## src/inc/kbd_pkg.sv

```systemverilog
// Shared constants and types for the keyboard link controller
package kbd_pkg;

  // ==========================================================================
  // Frame layout
  // ==========================================================================
  localparam int unsigned DATA_W = 8;
  localparam int unsigned RX_SHIFT_W = 9;
  localparam int unsigned TX_SHIFT_W = 10;
  localparam int unsigned CNT_W = 4;
  localparam logic [CNT_W-1:0] CNT_ZERO = 4'h0;
  localparam logic [CNT_W-1:0] CNT_STEP = 4'h1;
  // Index of the stop bit in a frame, counting the first data bit as 0
  localparam logic [CNT_W-1:0] CNT_STOP = 4'h9;
  localparam int unsigned TX_PAR_POS = 8;
  localparam int unsigned ERR_POS = 8;
  localparam int unsigned BUF_W = 9;

  // ==========================================================================
  // Scan code translation
  // ==========================================================================
  localparam logic [DATA_W-1:0] BREAK_CODE = 8'hf0;
  localparam logic [DATA_W-1:0] BREAK_MARK = 8'h80;

  // ==========================================================================
  // Timing
  // ==========================================================================
  localparam int unsigned CLK_PERIOD_NS = 10;
  localparam int unsigned INHIBIT_US = 100;
  // Least time, so the count rounds up
  localparam int unsigned INHIBIT_CYC = (INHIBIT_US * 1000 + CLK_PERIOD_NS - 1) / CLK_PERIOD_NS;
  localparam int unsigned BUF_DEPTH_DEF = 2;

  // ==========================================================================
  // Link sequencer states
  // ==========================================================================
  typedef enum logic [2:0] {
    ST_IDLE  = 3'h0,
    ST_RX    = 3'h1,
    ST_RXACK = 3'h3,
    ST_INH   = 3'h2,
    ST_TX    = 3'h6,
    ST_TXACK = 3'h7
  } link_state_t;

endpackage : kbd_pkg

```

## src/hdl/kbd_link_ctrl.sv

```systemverilog
// Keyboard serial link controller: receive, translate, buffer and transmit bytes
`timescale 1ns/1ns
// Behaviour
// [RL1] Receive keyboard frames and check their parity
// [RL2] Translate scan codes, buffer one byte each
// [RL3] Raise interrupt when the output buffer holds data
// [RL4] Status flag shows output buffer has data
// [RL5] Send host-written bytes serially to keyboard
// [RL6] Sent bytes carry an automatic odd parity bit
// [RL7] Every byte on the link is acknowledged; a received frame with bad parity or a bad stop bit is left unacknowledged
// [RL8] No new send before previous acknowledgment
// [RL9] Buffer-full interrupt serves send and receive
// [RL10] Parity failure flagged alongside the buffered byte
module kbd_link_ctrl import kbd_pkg::*; #(
  parameter int unsigned INHIBIT_CYCLES = INHIBIT_CYC,
  parameter int unsigned BUF_DEPTH = BUF_DEPTH_DEF
) (
  input wire logic clock,
  input wire logic arst_n,
  input wire logic kclk_i,
  output logic kclk_o,
  output logic kclk_oe,
  input wire logic kdata_i,
  output logic kdata_o,
  output logic kdata_oe,
  input wire logic [DATA_W-1:0] in_data,
  input wire logic in_valid,
  output logic in_ready,
  output logic [DATA_W-1:0] out_data,
  output logic out_parity_err,
  output logic out_valid,
  input wire logic out_ready,
  input wire logic xlate_en,
  input wire logic irq_en,
  output logic irq,
  output logic status_obf,
  output logic tx_busy,
  output logic tx_ack_err
);
  localparam int unsigned INH_W = $clog2(INHIBIT_CYCLES);
  localparam logic [INH_W-1:0] INH_LAST = INH_W'(INHIBIT_CYCLES - 1);
  localparam logic [INH_W-1:0] INH_STEP = INH_W'(1);

  logic [1:0] rst_sync_ff;
  logic rst_n;
  link_state_t state_ff;
  logic [CNT_W-1:0] bit_cnt_ff;
  logic [RX_SHIFT_W-1:0] rx_shift_ff;
  logic [TX_SHIFT_W-1:0] tx_shift_ff;
  logic [INH_W-1:0] inh_cnt_ff;
  logic kclk_prev_ff;
  logic kclk_oe_ff;
  logic kdata_oe_ff;
  logic brk_ff;
  logic tx_ack_err_ff;
  logic fall;
  logic rx_start;
  logic accept;
  logic inh_done;
  logic rx_frame_end;
  logic rx_frame_bad;
  logic rx_is_prefix;
  logic [DATA_W-1:0] rx_xlated;
  logic buf_push;
  logic buf_in_ready;
  logic [BUF_W-1:0] buf_in_data;
  logic [BUF_W-1:0] buf_out_data;

  // ==========================================================================
  // Reset release
  // ==========================================================================
  always_ff @(posedge clock or negedge arst_n) begin
    if (!arst_n) begin
      rst_sync_ff <= '0;
    end else begin
      rst_sync_ff <= {rst_sync_ff[0], 1'b1};
    end
  end
  assign rst_n = rst_sync_ff[1];

  // ==========================================================================
  // Link decode
  // ==========================================================================
  always_ff @(posedge clock or negedge rst_n) begin
    if (!rst_n) begin
      kclk_prev_ff <= 1'b1;
    end else begin
      kclk_prev_ff <= kclk_i;
    end
  end

  // The keyboard makes the clock; every bit except a sent byte's start bit, driven as the inhibit ends, moves on its falling edge
  assign fall = kclk_prev_ff && !kclk_i;
  assign rx_start = (state_ff == ST_IDLE) && fall && !kdata_i;
  // A keyboard frame that starts wins over a host write in the same cycle
  assign in_ready = (state_ff == ST_IDLE) && !rx_start; // see [RL8]
  assign accept = in_valid && in_ready;
  assign inh_done = (inh_cnt_ff == INH_LAST);
  assign rx_frame_end = (state_ff == ST_RX) && fall && (bit_cnt_ff == CNT_STOP);
  // Odd parity: data and parity bit together hold an odd number of ones
  assign rx_frame_bad = !(^rx_shift_ff) || !kdata_i; // see [RL1]
  assign rx_is_prefix = xlate_en && !rx_frame_bad && (rx_shift_ff[DATA_W-1:0] == BREAK_CODE); // see [RL2]
  assign rx_xlated = (xlate_en && brk_ff) ? (rx_shift_ff[DATA_W-1:0] | BREAK_MARK)
                                          : rx_shift_ff[DATA_W-1:0]; // see [RL2]
  // The clock is held low while the buffer is full, so a push always lands
  assign buf_push = rx_frame_end && !rx_is_prefix;
  assign buf_in_data = {rx_frame_bad, rx_xlated}; // see [RL10]

  // ==========================================================================
  // Sequencer
  // ==========================================================================
  always_ff @(posedge clock or negedge rst_n) begin
    if (!rst_n) begin
      state_ff <= ST_IDLE;
      bit_cnt_ff <= CNT_ZERO;
      rx_shift_ff <= '0;
      tx_shift_ff <= '0;
      inh_cnt_ff <= '0;
    end else begin
      unique case (state_ff)
        ST_IDLE: begin
          bit_cnt_ff <= CNT_ZERO;
          inh_cnt_ff <= '0;
          if (rx_start) begin
            state_ff <= ST_RX;
          end else if (accept) begin
            state_ff <= ST_INH; // see [RL5]
            tx_shift_ff <= {1'b1, ~(^in_data), in_data}; // see [RL6]
          end
        end
        ST_RX: begin
          if (fall) begin
            if (bit_cnt_ff == CNT_STOP) begin
              state_ff <= ST_RXACK;
            end else begin
              rx_shift_ff <= {kdata_i, rx_shift_ff[RX_SHIFT_W-1:1]};
              bit_cnt_ff <= bit_cnt_ff + CNT_STEP;
            end
          end
        end
        ST_RXACK: begin
          if (fall) begin
            state_ff <= ST_IDLE;
          end
        end
        ST_INH: begin
          inh_cnt_ff <= inh_cnt_ff + INH_STEP;
          if (inh_done) begin
            state_ff <= ST_TX;
          end
        end
        ST_TX: begin
          if (fall) begin
            tx_shift_ff <= {1'b0, tx_shift_ff[TX_SHIFT_W-1:1]};
            bit_cnt_ff <= bit_cnt_ff + CNT_STEP;
            if (bit_cnt_ff == CNT_STOP) begin
              state_ff <= ST_TXACK;
            end
          end
        end
        ST_TXACK: begin
          // Nothing new is sent until the keyboard's acknowledge slot passes
          if (fall) begin
            state_ff <= ST_IDLE; // see [RL8]
          end
        end
        default: begin
          state_ff <= ST_IDLE;
        end
      endcase
    end
  end

  // ==========================================================================
  // Line drivers
  // ==========================================================================
  always_ff @(posedge clock or negedge rst_n) begin
    if (!rst_n) begin
      kclk_oe_ff <= 1'b0;
    end else if (accept) begin
      kclk_oe_ff <= 1'b1; // see [RL5]
    end else if (state_ff == ST_INH) begin
      kclk_oe_ff <= !inh_done;
    end else if (state_ff == ST_IDLE) begin
      // Back-pressure: hold the keyboard off rather than drop a byte
      kclk_oe_ff <= !buf_in_ready;
    end else begin
      kclk_oe_ff <= 1'b0;
    end
  end

  always_ff @(posedge clock or negedge rst_n) begin
    if (!rst_n) begin
      kdata_oe_ff <= 1'b0;
    end else begin
      unique case (state_ff)
        ST_INH: begin
          if (inh_done) begin
            kdata_oe_ff <= 1'b1;
          end
        end
        ST_TX: begin
          if (fall) begin
            kdata_oe_ff <= !tx_shift_ff[0]; // see [RL5]
          end
        end
        ST_RX: begin
          // A bad frame is left unacknowledged so the keyboard repeats it
          if (rx_frame_end) begin
            kdata_oe_ff <= !rx_frame_bad; // see [RL7]
          end
        end
        ST_RXACK: begin
          if (fall) begin
            kdata_oe_ff <= 1'b0;
          end
        end
        default: begin
          kdata_oe_ff <= 1'b0;
        end
      endcase
    end
  end

  // ==========================================================================
  // Flags
  // ==========================================================================
  always_ff @(posedge clock or negedge rst_n) begin
    if (!rst_n) begin
      brk_ff <= 1'b0;
    end else if (rx_frame_end) begin
      brk_ff <= rx_is_prefix;
    end
  end

  always_ff @(posedge clock or negedge rst_n) begin
    if (!rst_n) begin
      tx_ack_err_ff <= 1'b0;
    end else if (accept) begin
      tx_ack_err_ff <= 1'b0;
    end else if ((state_ff == ST_TXACK) && fall) begin
      tx_ack_err_ff <= kdata_i; // see [RL7]
    end
  end

  entry_buffer #(
    .WIDTH(BUF_W),
    .DEPTH(BUF_DEPTH)
  ) u_buf (
    .clock(clock),
    .rst_n(rst_n),
    .in_valid(buf_push),
    .in_ready(buf_in_ready),
    .in_data(buf_in_data),
    .out_valid(out_valid),
    .out_ready(out_ready),
    .out_data(buf_out_data)
  );

  assign out_data = buf_out_data[DATA_W-1:0];
  assign out_parity_err = buf_out_data[ERR_POS]; // see [RL10]
  assign status_obf = out_valid; // see [RL4]
  // Keyboard replies to sent bytes land here too, so one interrupt serves both
  assign irq = out_valid && irq_en; // see [RL3] [RL9]
  assign kclk_o = 1'b0;
  assign kdata_o = 1'b0;
  assign kclk_oe = kclk_oe_ff;
  assign kdata_oe = kdata_oe_ff;
  assign tx_busy = (state_ff == ST_INH) || (state_ff == ST_TX) || (state_ff == ST_TXACK);
  assign tx_ack_err = tx_ack_err_ff;
endmodule : kbd_link_ctrl

```

## src/hdl/entry_buffer.sv

```systemverilog
// Small FIFO holding received bytes until the host takes them
`timescale 1ns/1ns
module entry_buffer #(
  parameter int unsigned WIDTH = 9,
  parameter int unsigned DEPTH = 2
) (
  input wire logic clock,
  input wire logic rst_n,
  input wire logic in_valid,
  output logic in_ready,
  input wire logic [WIDTH-1:0] in_data,
  output logic out_valid,
  input wire logic out_ready,
  output logic [WIDTH-1:0] out_data
);
  localparam int unsigned PTR_W = (DEPTH > 1) ? $clog2(DEPTH) : 1;
  localparam int unsigned CNT_W = $clog2(DEPTH + 1);
  localparam logic [PTR_W-1:0] PTR_LAST = PTR_W'(DEPTH - 1);
  localparam logic [PTR_W-1:0] PTR_ONE = PTR_W'(1);
  localparam logic [CNT_W-1:0] CNT_FULL = CNT_W'(DEPTH);
  localparam logic [CNT_W-1:0] CNT_ONE = CNT_W'(1);

  logic [WIDTH-1:0] mem_ff [DEPTH];
  logic [PTR_W-1:0] wr_ptr_ff;
  logic [PTR_W-1:0] rd_ptr_ff;
  logic [CNT_W-1:0] count_ff;
  logic push;
  logic pop;

  assign in_ready = (count_ff != CNT_FULL);
  assign out_valid = (count_ff != '0);
  assign push = in_valid && in_ready;
  assign pop = out_valid && out_ready;
  assign out_data = mem_ff[rd_ptr_ff];

  // ==========================================================================
  // Storage
  // ==========================================================================
  for (genvar i = 0; i < DEPTH; i++) begin : g_entry
    always_ff @(posedge clock or negedge rst_n) begin
      if (!rst_n) begin
        mem_ff[i] <= '0;
      end else if (push && (wr_ptr_ff == PTR_W'(i))) begin
        mem_ff[i] <= in_data;
      end
    end
  end

  // ==========================================================================
  // Pointers and fill level
  // ==========================================================================
  always_ff @(posedge clock or negedge rst_n) begin
    if (!rst_n) begin
      wr_ptr_ff <= '0;
      rd_ptr_ff <= '0;
      count_ff <= '0;
    end else begin
      if (push) begin
        wr_ptr_ff <= (wr_ptr_ff == PTR_LAST) ? '0 : wr_ptr_ff + PTR_ONE;
      end
      if (pop) begin
        rd_ptr_ff <= (rd_ptr_ff == PTR_LAST) ? '0 : rd_ptr_ff + PTR_ONE;
      end
      if (push && !pop) begin
        count_ff <= count_ff + CNT_ONE;
      end else if (pop && !push) begin
        count_ff <= count_ff - CNT_ONE;
      end
    end
  end

endmodule : entry_buffer

```

## config.mk

```make
export PLATFORM = sky130hd
export DESIGN_NAME = kbd_link_ctrl
export DESIGN_NICKNAME = d
export VERILOG_FILES = /design/src/inc/kbd_pkg.sv /design/src/hdl/kbd_link_ctrl.sv /design/src/hdl/entry_buffer.sv
export SDC_FILE = /design/constraint.sdc
export NUM_CORES = 1
export LEC_CHECK = 0
export ABC_AREA = 1
export BUFFER_PORTS_ARGS = -buffer_cell sky130_fd_sc_hd__buf_4
export CAP_MARGIN = 30
export CORE_UTILIZATION = 53
export CTS_BUF_LIST = sky130_fd_sc_hd__clkbuf_16
export DETAILED_ROUTE_END_ITERATION = 7
export PLACE_DENSITY = 0.75
export SYNTH_ARGS = -nofsm -noshare
export SYNTH_HDL_FRONTEND = slang
export SYNTH_SLANG_ARGS = --single-unit
```

## constraint.sdc

```tcl
create_clock -name clock -period 2.15 [get_ports clock]
set_input_delay 0.43 -clock clock [delete_from_list [all_inputs] [get_ports clock]]
set_output_delay 0.43 -clock clock [all_outputs]
set_load 0.05 [all_outputs]
```

## Word level (Yosys, flattened, before mapping)

Cells that the tools add are included.

| storage, ports and cells | value |
|---|---|
| word-level logic and storage cells | 132 |
| output and inout port bits | 19 |
| register bits after elaboration | 69 |
| input port bits | 16 |

| operators by class | value |
|---|---|
| equality and inequality tests | 21 |
| bitwise gates (word level) | 4 |
| mux-type cells | 36 |
| reduce and logical (&&, ||, !) cells | 48 |
| magnitude comparators | 1 |
| add/sub/neg operators | 6 |

Operator list:

| cell | number |
|---|---|
| $mux 10 | 3 |
| $pmux 14 s2 | 1 |
| $mux 9 | 3 |
| $mux 3 | 8 |
| $ne 2x2->1 const B | 10 |
| $pmux 10 s2 | 1 |
| $logic_and 1x1->1 | 19 |
| $pmux 3 s5 | 1 |
| $add 14x1->14 const B | 1 |
| $eq 14x14->1 const B | 1 |
| $mux 4 | 3 |
| $pmux 4 s3 | 1 |
| $reduce_and 4->1 | 3 |
| $logic_not 1->1 | 11 |
| $mux 1 | 11 |
| $reduce_bool 2->1 | 5 |
| $reduce_xor 9->1 | 1 |
| $eq 8x8->1 const B | 1 |
| $mux 8 | 1 |
| $reduce_xor 8->1 | 1 |
| $reduce_and 7->1 | 1 |
| $eq 3x2->1 const B | 2 |
| $eq 3x3->1 const B | 2 |
| $add 4x1->4 const B | 1 |
| other kinds (17) | 24 |

## Longest topological paths before layout

Gate-level depths: netlist of the first run.

| logic depth | value |
|---|---|
| depth in word-level cells | 13 |
| mapped depth | 15 |
| mapped depth without buffers | 15 |

## By module

A second synthesis of the first run with hierarchy kept.

| unflattened totals | value |
|---|---|
| cell total of the unflattened synthesis | 490 |
| area total of the unflattened synthesis | 3847.4 um^2 |

By module, submodules not included:

| module | times used | cells each | sequential area each (um^2) | area an instance (um^2) |
|---|---|---|---|---|
| kbd_link_ctrl | 1 | 355 | 1177.4 | 2741.4 |
| entry_buffer | 1 | 135 | 550.5 | 1106.1 |

## Worst setup path after synthesis of the first run

Ideal clock, no wire load.

| path | value |
|---|---|
| path type | register to register |
| start point | reg rx_shift_ff[2] |
| end point | reg u_buf.count_ff[1] |
| slack | -0.093 ns |
| library setup time | 0.131 ns |
| clock period less this slack | 2.243 ns |
| path buffers | 0 |
| data required time | 2.019 ns |
| cell stages (with the launch flop) | 15 |
| arrival time | 2.112 ns |
| cells stage by stage | dfrtp_1 -> inv_1 -> ha_1 -> inv_1 -> nand2_1 -> nand3_1 -> nand3_1 -> nand2_1 -> nand3_1 -> nand3_4 -> inv_1 -> ha_1 -> a21oi_1 -> o21ai_0 -> xor2_1 |

| between the ends | value |
|---|---|
| cells in the longest elaborated chain, start to end | 12 |
| elaborated cells on any way between the ends | 15 |
| classes of those cells | eq/ne (1); mux (1); reduce/logical (13) |

Ends and longest elaborated chain:

| item | line | RTL |
|---|---|---|
| from (decl) | kbd_link_ctrl.sv:48 | `logic [RX_SHIFT_W-1:0] rx_shift_ff;` |
| from (signal assigned) | kbd_link_ctrl.sv:136 | `rx_shift_ff <= {kdata_i, rx_shift_ff[RX_SHIFT_W-1:1]};` |
| $reduce_xor 9->1 | kbd_link_ctrl.sv:101 | `assign rx_frame_bad = !(^rx_shift_ff) \|\| !kdata_i;` |
| $logic_not 1->1 | kbd_link_ctrl.sv:101 |  |
| $logic_or 1x1->1 | kbd_link_ctrl.sv:101 |  |
| $logic_not 1->1 | kbd_link_ctrl.sv:102 | `assign rx_is_prefix = xlate_en && !rx_frame_bad && (rx_shift_ff[DATA_W-1:0] == BREAK_CODE);` |
| $logic_and 1x1->1 | kbd_link_ctrl.sv:102 |  |
| $logic_and 1x1->1 (*) | kbd_link_ctrl.sv:102 |  |
| $logic_not 1->1 (*) | kbd_link_ctrl.sv:106 | `assign buf_push = rx_frame_end && !rx_is_prefix;` |
| $logic_and 1x1->1 (*) | kbd_link_ctrl.sv:106 |  |
| $logic_and 1x1->1 (*) | entry_buffer.sv:32 | `assign push = in_valid && in_ready;` |
| via u_buf.push | entry_buffer.sv:27 | `logic push;` |
| $logic_not 1->1 | entry_buffer.sv:66 | `end else if (pop && !push) begin` |
| $logic_and 1x1->1 | entry_buffer.sv:66 |  |
| $reduce_bool 2->1 (no source line) | n/a |  |
| to (signal assigned) | entry_buffer.sv:65 | `count_ff <= count_ff + CNT_ONE;` |
| to (signal assigned) | entry_buffer.sv:67 | `count_ff <= count_ff - CNT_ONE;` |
| to (decl) | entry_buffer.sv:26 | `logic [CNT_W-1:0] count_ff;` |

Mark *: on every way through the listed nets, which the timed path passes. The rest lies on a longest branch.
A chain may end at the register's enable or synchronous reset.

## Worst setup path after layout of the first run

| path | value |
|---|---|
| start point | reg rx_shift_ff[5] |
| end point | reg u_buf.count_ff[1] |

Same word-level chain as after synthesis.

==> results of run 1 <==
==> critical path: stages, from the launching register on <==
cell     delay (ns)
dfrtp_1        0.40
ha_1           0.33
xor2_2         0.19
nand3_1        0.11
nand2_2        0.12
nand3_4        0.09
nand3_4        0.09
inv_2          0.05
ha_4           0.23
a21oi_4        0.12
o21ai_2        0.07
xor2_1         0.14
==> where the power goes <==
group	internal (mW)	switching, mW	total (mW)
sequential	1.57	0.184	1.76
clock	0.878	0.518	1.40
combinational	0.788	1.54	2.32
total	3.24	2.24	5.48
==> final cells by class <==
class                      instances  area (um^2)
fill                             544         2120
multi-input combinational        322         1740
sequential                        69         1730
timing repair buffer              47          355
clock buffer                       9          225
inverter                          55          210
tap                               77         96.3
clock inverter                     7         56.3
==> registers in the layout, summed over array words and instances (netlist names) <==
name and count:
bit_cnt_ff 4, brk_ff 1, inh_cnt_ff 14, kclk_oe 1, kclk_prev_ff 1, kdata_oe 1, rst_sync_ff 2, rx_shift_ff 9
state_ff 3, tx_ack_err 1, tx_shift_ff 10, u_buf.count_ff 2, u_buf.mem_ff 18, u_buf.rd_ptr_ff 1, u_buf.wr_ptr_ff 1
==> per-layer routing <==
layer  global-route usage, %  share of wire, %
met5                       0                 0
met1                    31.3                47
met3                    4.67               4.4
met2                    38.1                47
met4                    10.3               1.8
==> how the worst min path moves through the flow <==
stage                     startpoint        endpoint  slack, ns  cells past startpoint
after floorplan               arst_n  rst_sync_ff[0]       0.13                      0
after global placement        arst_n  rst_sync_ff[0]       0.21                      1
after detailed placement      arst_n  rst_sync_ff[0]       0.21                      1
after CTS                     kclk_i    kclk_prev_ff       0.22                      1
after global routing          kclk_i    kclk_prev_ff       0.22                      1
final                         kclk_i    kclk_prev_ff       0.23                      1
==> cell families after synthesis <==
family / Yosys count
other: 2
buffers and inverters: 65
AND/OR/NAND/NOR: 233
flip-flops: 69
AO/OA/AOI/OAI: 63
XOR/XNOR: 14
adder cells (fa/ha/maj): 8
multiplexers: 1
==> stage by stage <==
stage / hold WS, ns / power [mW] / setup slack, ns / instance area, um^2
2_1_floorplan: 0.134 / 3.43 / 0.000706 / 3700
3_3_place_gp: 0.212 / 3.87 / 0.0833 / 4070
3_5_place_dp: 0.214 / 3.97 / -0.0835 / 4070
4_1_cts: 0.221 / 5.40 / 0.0109 / 4370
5_1_grt: 0.216 / 5.83 / 0.0134 / 4410
6_report: 0.225 / 5.48 / 0.0989 / 4410
==> placed cells by master, fill, tap and decap left out, types with 2 or more instances in the layout <==
cell and instances:
a21oi_1 11, buf_4 46, clkbuf_16 9, clkinv_1 4
clkinv_2 4, conb_1 3, dfrtp_1 67, ha_1 5
ha_4 3, inv_1 48, inv_2 4, nand2_1 162
nand2_2 10, nand2_4 2, nand3_1 13, nand3_4 2
nand4_1 3, nand4_2 2, nor2_1 26, nor2_4 3
nor2_8 2, nor3_1 3, o21ai_0 33, o21ai_1 3
o21ai_2 8, o22ai_1 2, xnor2_1 7, xor2_1 6
==> repair_timing <==
| action | in CTS | in global routing |
|---|---|---|
| gates resized for setup | 2 | 7 |
| pin swaps | 0 | 3 |
| hold endpoints to repair | 2 | 0 |
| gates cloned | 0 | 0 |
| setup buffers | 0 | 1 |
| endpoints found under the setup margin | 1 | 13 |
| hold buffers | 1 | 0 |
==> flow_metrics.py, run 1 <==
metrics = {
    "yosys": {
        "postSynth.asyncResetShare_pct": 100,
        "syn_area_mm2": 0.00367,
        "netlist_instances": 455,
        "synth_top_family_by_area": "simple AND/OR/NAND/NOR gates",
        "synthDominantCellAreaShare_pct": 46.4,
        "synth-xor-area-share_pct": 3.34,
        "synth.area.top_cells": "dfrtp_1 (46%), nand2_1 (17%), inv_1 (5.2%)",
        "synth_ff_type": "dfrtp_1",
        "ys_seq_elements": 69,
        "yosysWarnings": 0,
        "synth.top_cells.by_count": "nand2_1 (163), dfrtp_1 (68), inv_1 (51), o21ai_0 (34), nor2_1 (26)",
        "yosysMostFrequentCell": "nand2_1",
        "synth_cell_types": 42,
        "synth_compound_area_share_pct": 9.78,
        "synth.largest_area_cell": "dfrtp_1",
        "synthMuxAreaShare_pct": 0.307,
        "synth_edf_count": 0,
        "synth-simple-area-share_pct": 28.8,
        "ys_seq_area_share_pct": 47.1,
        "avgSynthCellArea_um2": 8.07,
        "yosys.area_share.adder_pct": 2.73,
    },
    "timing": {
        "hold_viol": 0,
        "finalSetupViolCount": 0,
        "tightestPinTransition_ns": 0.519,
        "tns_ns": 0,
        "slew_headroom_pct": 65.4,
        "skew_ns": 0.00456,
        "final_max_slew_viol_count": 0,
        "fin_crit_sh_pct": 95.4,
        "rsz0062_at_grt": "no",
        "final.min_clock_period_ns": 2.05,
        "fmax_mhz": 488,
    },
    "layout": {
        "layout-drive-gt1-share_pct": 21.0,
        "n_antenna_cell": 0,
        "num-nets-final": 528,
        "final_util_pct": 67.5,
        "finalNonFillerCells": 586,
        "syn_to_final_growth_pct": 20.1,
    },
    "pwr": {
        "p_per_area_mw_per_mm2": 1240,
        "leakagePower_nw": 2.28,
        "ir_drop_mv": 0.706,
    },
    "placement": {
        "io_buffer_count": 32,
        "dp_hpwl_um": 5450,
        "dp.cells": 568,
        "place_congestion": 0.854,
    },
    "cts": {
        "cts.clk_slew.worst_paths_ns": 0.05,
        "cts_root_buffer": "clkbuf_16",
        "numCtsBuffers": 9,
        "h-tree-depth": 3,
        "cts_tree": "built",
        "clkLatencyLatePin_ns": 0.33,
        "clockBufferDepth": 2,
        "clock_sinks": 69,
    },
    "detailed_routing": {
        "avgViaCountPerCell": 5.22,
        "vias": 3056,
        "drt_wl_total_um": 7810,
        "initialDrtViolationCount": 134,
        "drc_errors": 0,
        "drtAntennaViolNets": 0,
        "first_pass_iters": 4,
        "wl_per_cell_um": 13.3,
    },
    "flow_run": {
        "cap_violations": 0,
    },
    "worst_setup_path": {
        "rr_worst_depth": 11,
        "r2r-start": "rx_shift_ff[5]",
        "path_class": "reg -> reg",
        "r2r_setup_slack_ns": 0.1,
        "arrival_ns": 2.26,
        "worstPathMaxFanout": 4,
        "cp-endpoint": "u_buf.count_ff[1]",
        "cp-end-kind": "flip-flop",
        "start_kind": "flip-flop",
        "crit_required_ns": 2.36,
        "r2r-end": "u_buf.count_ff[1]",
        "timing.critical_path.from": "rx_shift_ff[5]",
    },
    "status": {
        "status": "finished, final reports clean",
    },
    "floorplan": {
        "core-area_mm2": 0.00653,
        "die_w_um": 85.2,
        "dieArea_mm2": 0.00726,
        "initial_core_util_pct": 56.2,
        "rows": 29,
        "die_h_um": 85.2,
        "io_pins": 35,
    },
    "grt": {
        "overflow": 0,
        "grt_use_total_pct": 23.7,
        "antenna_found_initial": 0,
        "grt_max_degree": 41,
        "grt_pass1_wl_um": 13300,
        "grt_pass1_vias": 2954,
    },
    "hold_path": {
        "hp-class": "in -> reg",
    },
}
No activity file was read; power rests on OpenSTA's default activity.
==> run 2: changes to the inputs <==
- CORE_MARGIN: default -> 2
- CORE_UTILIZATION: 53 -> 64
- PLACE_DENSITY: 0.75 -> 0.85
- clock period: 2.15 -> 2.6 ns (I/O delays scaled with it)
==> run 2 against run 1 <==
Against the previous run: sequential power is 14% lower; critical endpoint unchanged; via count is 0.62% higher; critical path type unchanged; combinational power is 28% lower; largest power group unchanged; critical path depth is 4 higher.
==> flow_metrics.py, run 2 (synthesis gave the netlist of run 1 again) <==
metrics = {
    "layout": {
        "regMostFlops": "u_buf.mem_ff",
        "final_area_mm2": 0.00432,
        "finalNonFillerCells": 570,
        "syn_to_final_growth_pct": 17.7,
        "top_regs": "u_buf.mem_ff (18), inh_cnt_ff (14), tx_shift_ff (10)",
        "nFillCells": 364,
        "layout-drive-gt1-share_pct": 17.7,
        "largest_reg_flops": 18,
        "n_antenna_cell": 0,
        "layout_commonest_cell": "nand2_1",
        "num-nets-final": 517,
        "layout_common_cells": "nand2_1 (163), dfrtp_1 (67), inv_1 (52), o21ai_0 (34), buf_4 (34)",
    },
    "detailed_routing": {
        "first_pass_iters": 5,
        "vias": 3075,
        "wl_per_cell_um": 14.2,
        "avgViaCountPerCell": 5.39,
        "drt_wl_total_um": 8090,
        "drc_errors": 0,
        "drtAntennaViolNets": 0,
        "initialDrtViolationCount": 231,
    },
    "cts": {
        "numCtsBuffers": 9,
        "clkLatencyLatePin_ns": 0.33,
        "post_cts_buffers": 0,
        "cts.clk_slew.worst_paths_ns": 0.06,
        "h-tree-depth": 3,
        "cts_root_buffer": "clkbuf_16",
        "clockBufferDepth": 2,
        "clock_sinks": 69,
        "cts_tree": "built",
    },
    "pwr": {
        "leakagePower_nw": 2.26,
        "p_per_area_mw_per_mm2": 1060,
        "ir_drop_mv": 0.674,
    },
    "placement": {
        "dp_hpwl_um": 5560,
        "place_congestion": 0.879,
        "placed_area_mm2": 0.00397,
        "io_buffer_count": 32,
        "dp.cells": 553,
    },
    "worst_setup_path": {
        "timing.critical_path.from": "rx_shift_ff[0]",
        "r2r-end": "u_buf.count_ff[1]",
        "path_class": "reg -> reg",
        "arrival_ns": 2.56,
        "r2r-start": "rx_shift_ff[0]",
        "cp-endpoint": "u_buf.count_ff[1]",
        "start_kind": "flip-flop",
        "crit_required_ns": 2.80,
        "cp-end-kind": "flip-flop",
        "r2r_setup_slack_ns": 0.24,
        "worstPathMaxFanout": 4,
        "rr_worst_depth": 15,
    },
    "grt": {
        "grt_pass1_vias": 3042,
        "grt_use_total_pct": 28.3,
        "grt_max_degree": 53,
        "grt_pass1_wl_um": 13700,
        "overflow": 0,
        "antenna_found_initial": 0,
    },
    "floorplan": {
        "core-area_mm2": 0.00551,
        "die_w_um": 79.7,
        "die_h_um": 79.7,
        "initial_core_util_pct": 66.7,
        "io_pins": 35,
        "dieArea_mm2": 0.00636,
        "rows": 27,
    },
    "timing": {
        "slew_headroom_pct": 62.4,
        "skew_ns": 0.00691,
        "final.min_clock_period_ns": 2.36,
        "rsz0062_at_grt": "no",
        "finalSetupViolCount": 0,
        "final_max_slew_viol_count": 0,
        "tightestPinTransition_ns": 0.563,
        "tns_ns": 0,
        "fin_crit_sh_pct": 90.7,
        "hold_viol": 0,
        "fmax_mhz": 424,
    },
    "status": {
        "status": "finished, final reports clean",
    },
    "flow_run": {
        "cap_violations": 0,
    },
    "hold_path": {
        "hp-class": "reg -> async",
    },
}
==> run 2: worst min-delay path by stage <==
stage          cells past startpoint              to  slack, ns
2_1_floorplan                      0  rst_sync_ff[0]       0.22
3_3_place_gp                       0  inh_cnt_ff[11]       0.18
3_5_place_dp                       0  inh_cnt_ff[11]       0.20
4_1_cts                            0  inh_cnt_ff[11]       0.20
5_1_grt                            0  inh_cnt_ff[11]       0.23
6_report                           0  inh_cnt_ff[11]       0.19
==> run 2: timing repair <==
item	CTS	global route
endpoints found under the setup margin	0	1
hold buffers	1	0
gates resized for setup	0	1
hold endpoints to repair	2	0
==> run 2: metrics by stage <==
| step | util, % | setup slack (ns) | hold slack (ns) | power [mW] |
|---|---|---|---|---|
| 2_1_floorplan | - | 0.357 | 0.224 | 2.80 |
| 3_3_place_gp | 72.0 | 0.373 | 0.185 | 3.08 |
| 3_5_place_dp | 72.0 | 0.259 | 0.195 | 3.16 |
| 4_1_cts | 78.4 | 0.173 | 0.201 | 4.57 |
| 5_1_grt | 78.5 | 0.0527 | 0.230 | 4.84 |
| 6_report | 78.5 | 0.241 | 0.186 | 4.58 |
==> run 2: layout make-up <==
| cell class | instances | area (um^2) | share of cell area, % |
|---|---|---|---|
| repair buffers | 36 | 285 | 6.60 |
| well taps | 72 | 90.1 | 2.08 |
| clock buffers | 9 | 225 | 5.21 |
| clock inverters | 7 | 115 | 2.66 |
| inverters | 55 | 210 | 4.86 |
| multi-input cells | 322 | 1670 | 38.6 |
| flip-flops and latches | 69 | 1730 | 40.0 |
==> run 2: layer usage <==
layer / share of wire (%) / global-route usage (%) / routed length (um)
met1: 43 / 36.5 / 3450
met2: 51 / 48.0 / 4140
met3: 4.3 / 3.85 / 344
met4: 1.9 / 12.2 / 156
met5: 0 / 0 / 0
==> run 2: worst max-delay path: stages (launching register included) <==
cell and delay, ns:
dfrtp_1 0.40, inv_1 0.07, ha_1 0.31, inv_1 0.06, nand2_1 0.06, nand3_1 0.09, nand2_1 0.08, nand2_1 0.05
nand2_1 0.09, nand3_2 0.15, nand3_4 0.10, inv_1 0.05, ha_1 0.30, a21oi_1 0.13, o21ai_0 0.14, xor2_1 0.16
==> run 2: where the power goes <==
part           leakage (nW)  switching, mW  internal [mW]  total (mW)
Sequential            0.910          0.213           1.30        1.51
Clock                 0.167          0.462          0.934        1.40
Combinational          1.18           1.14          0.530        1.67
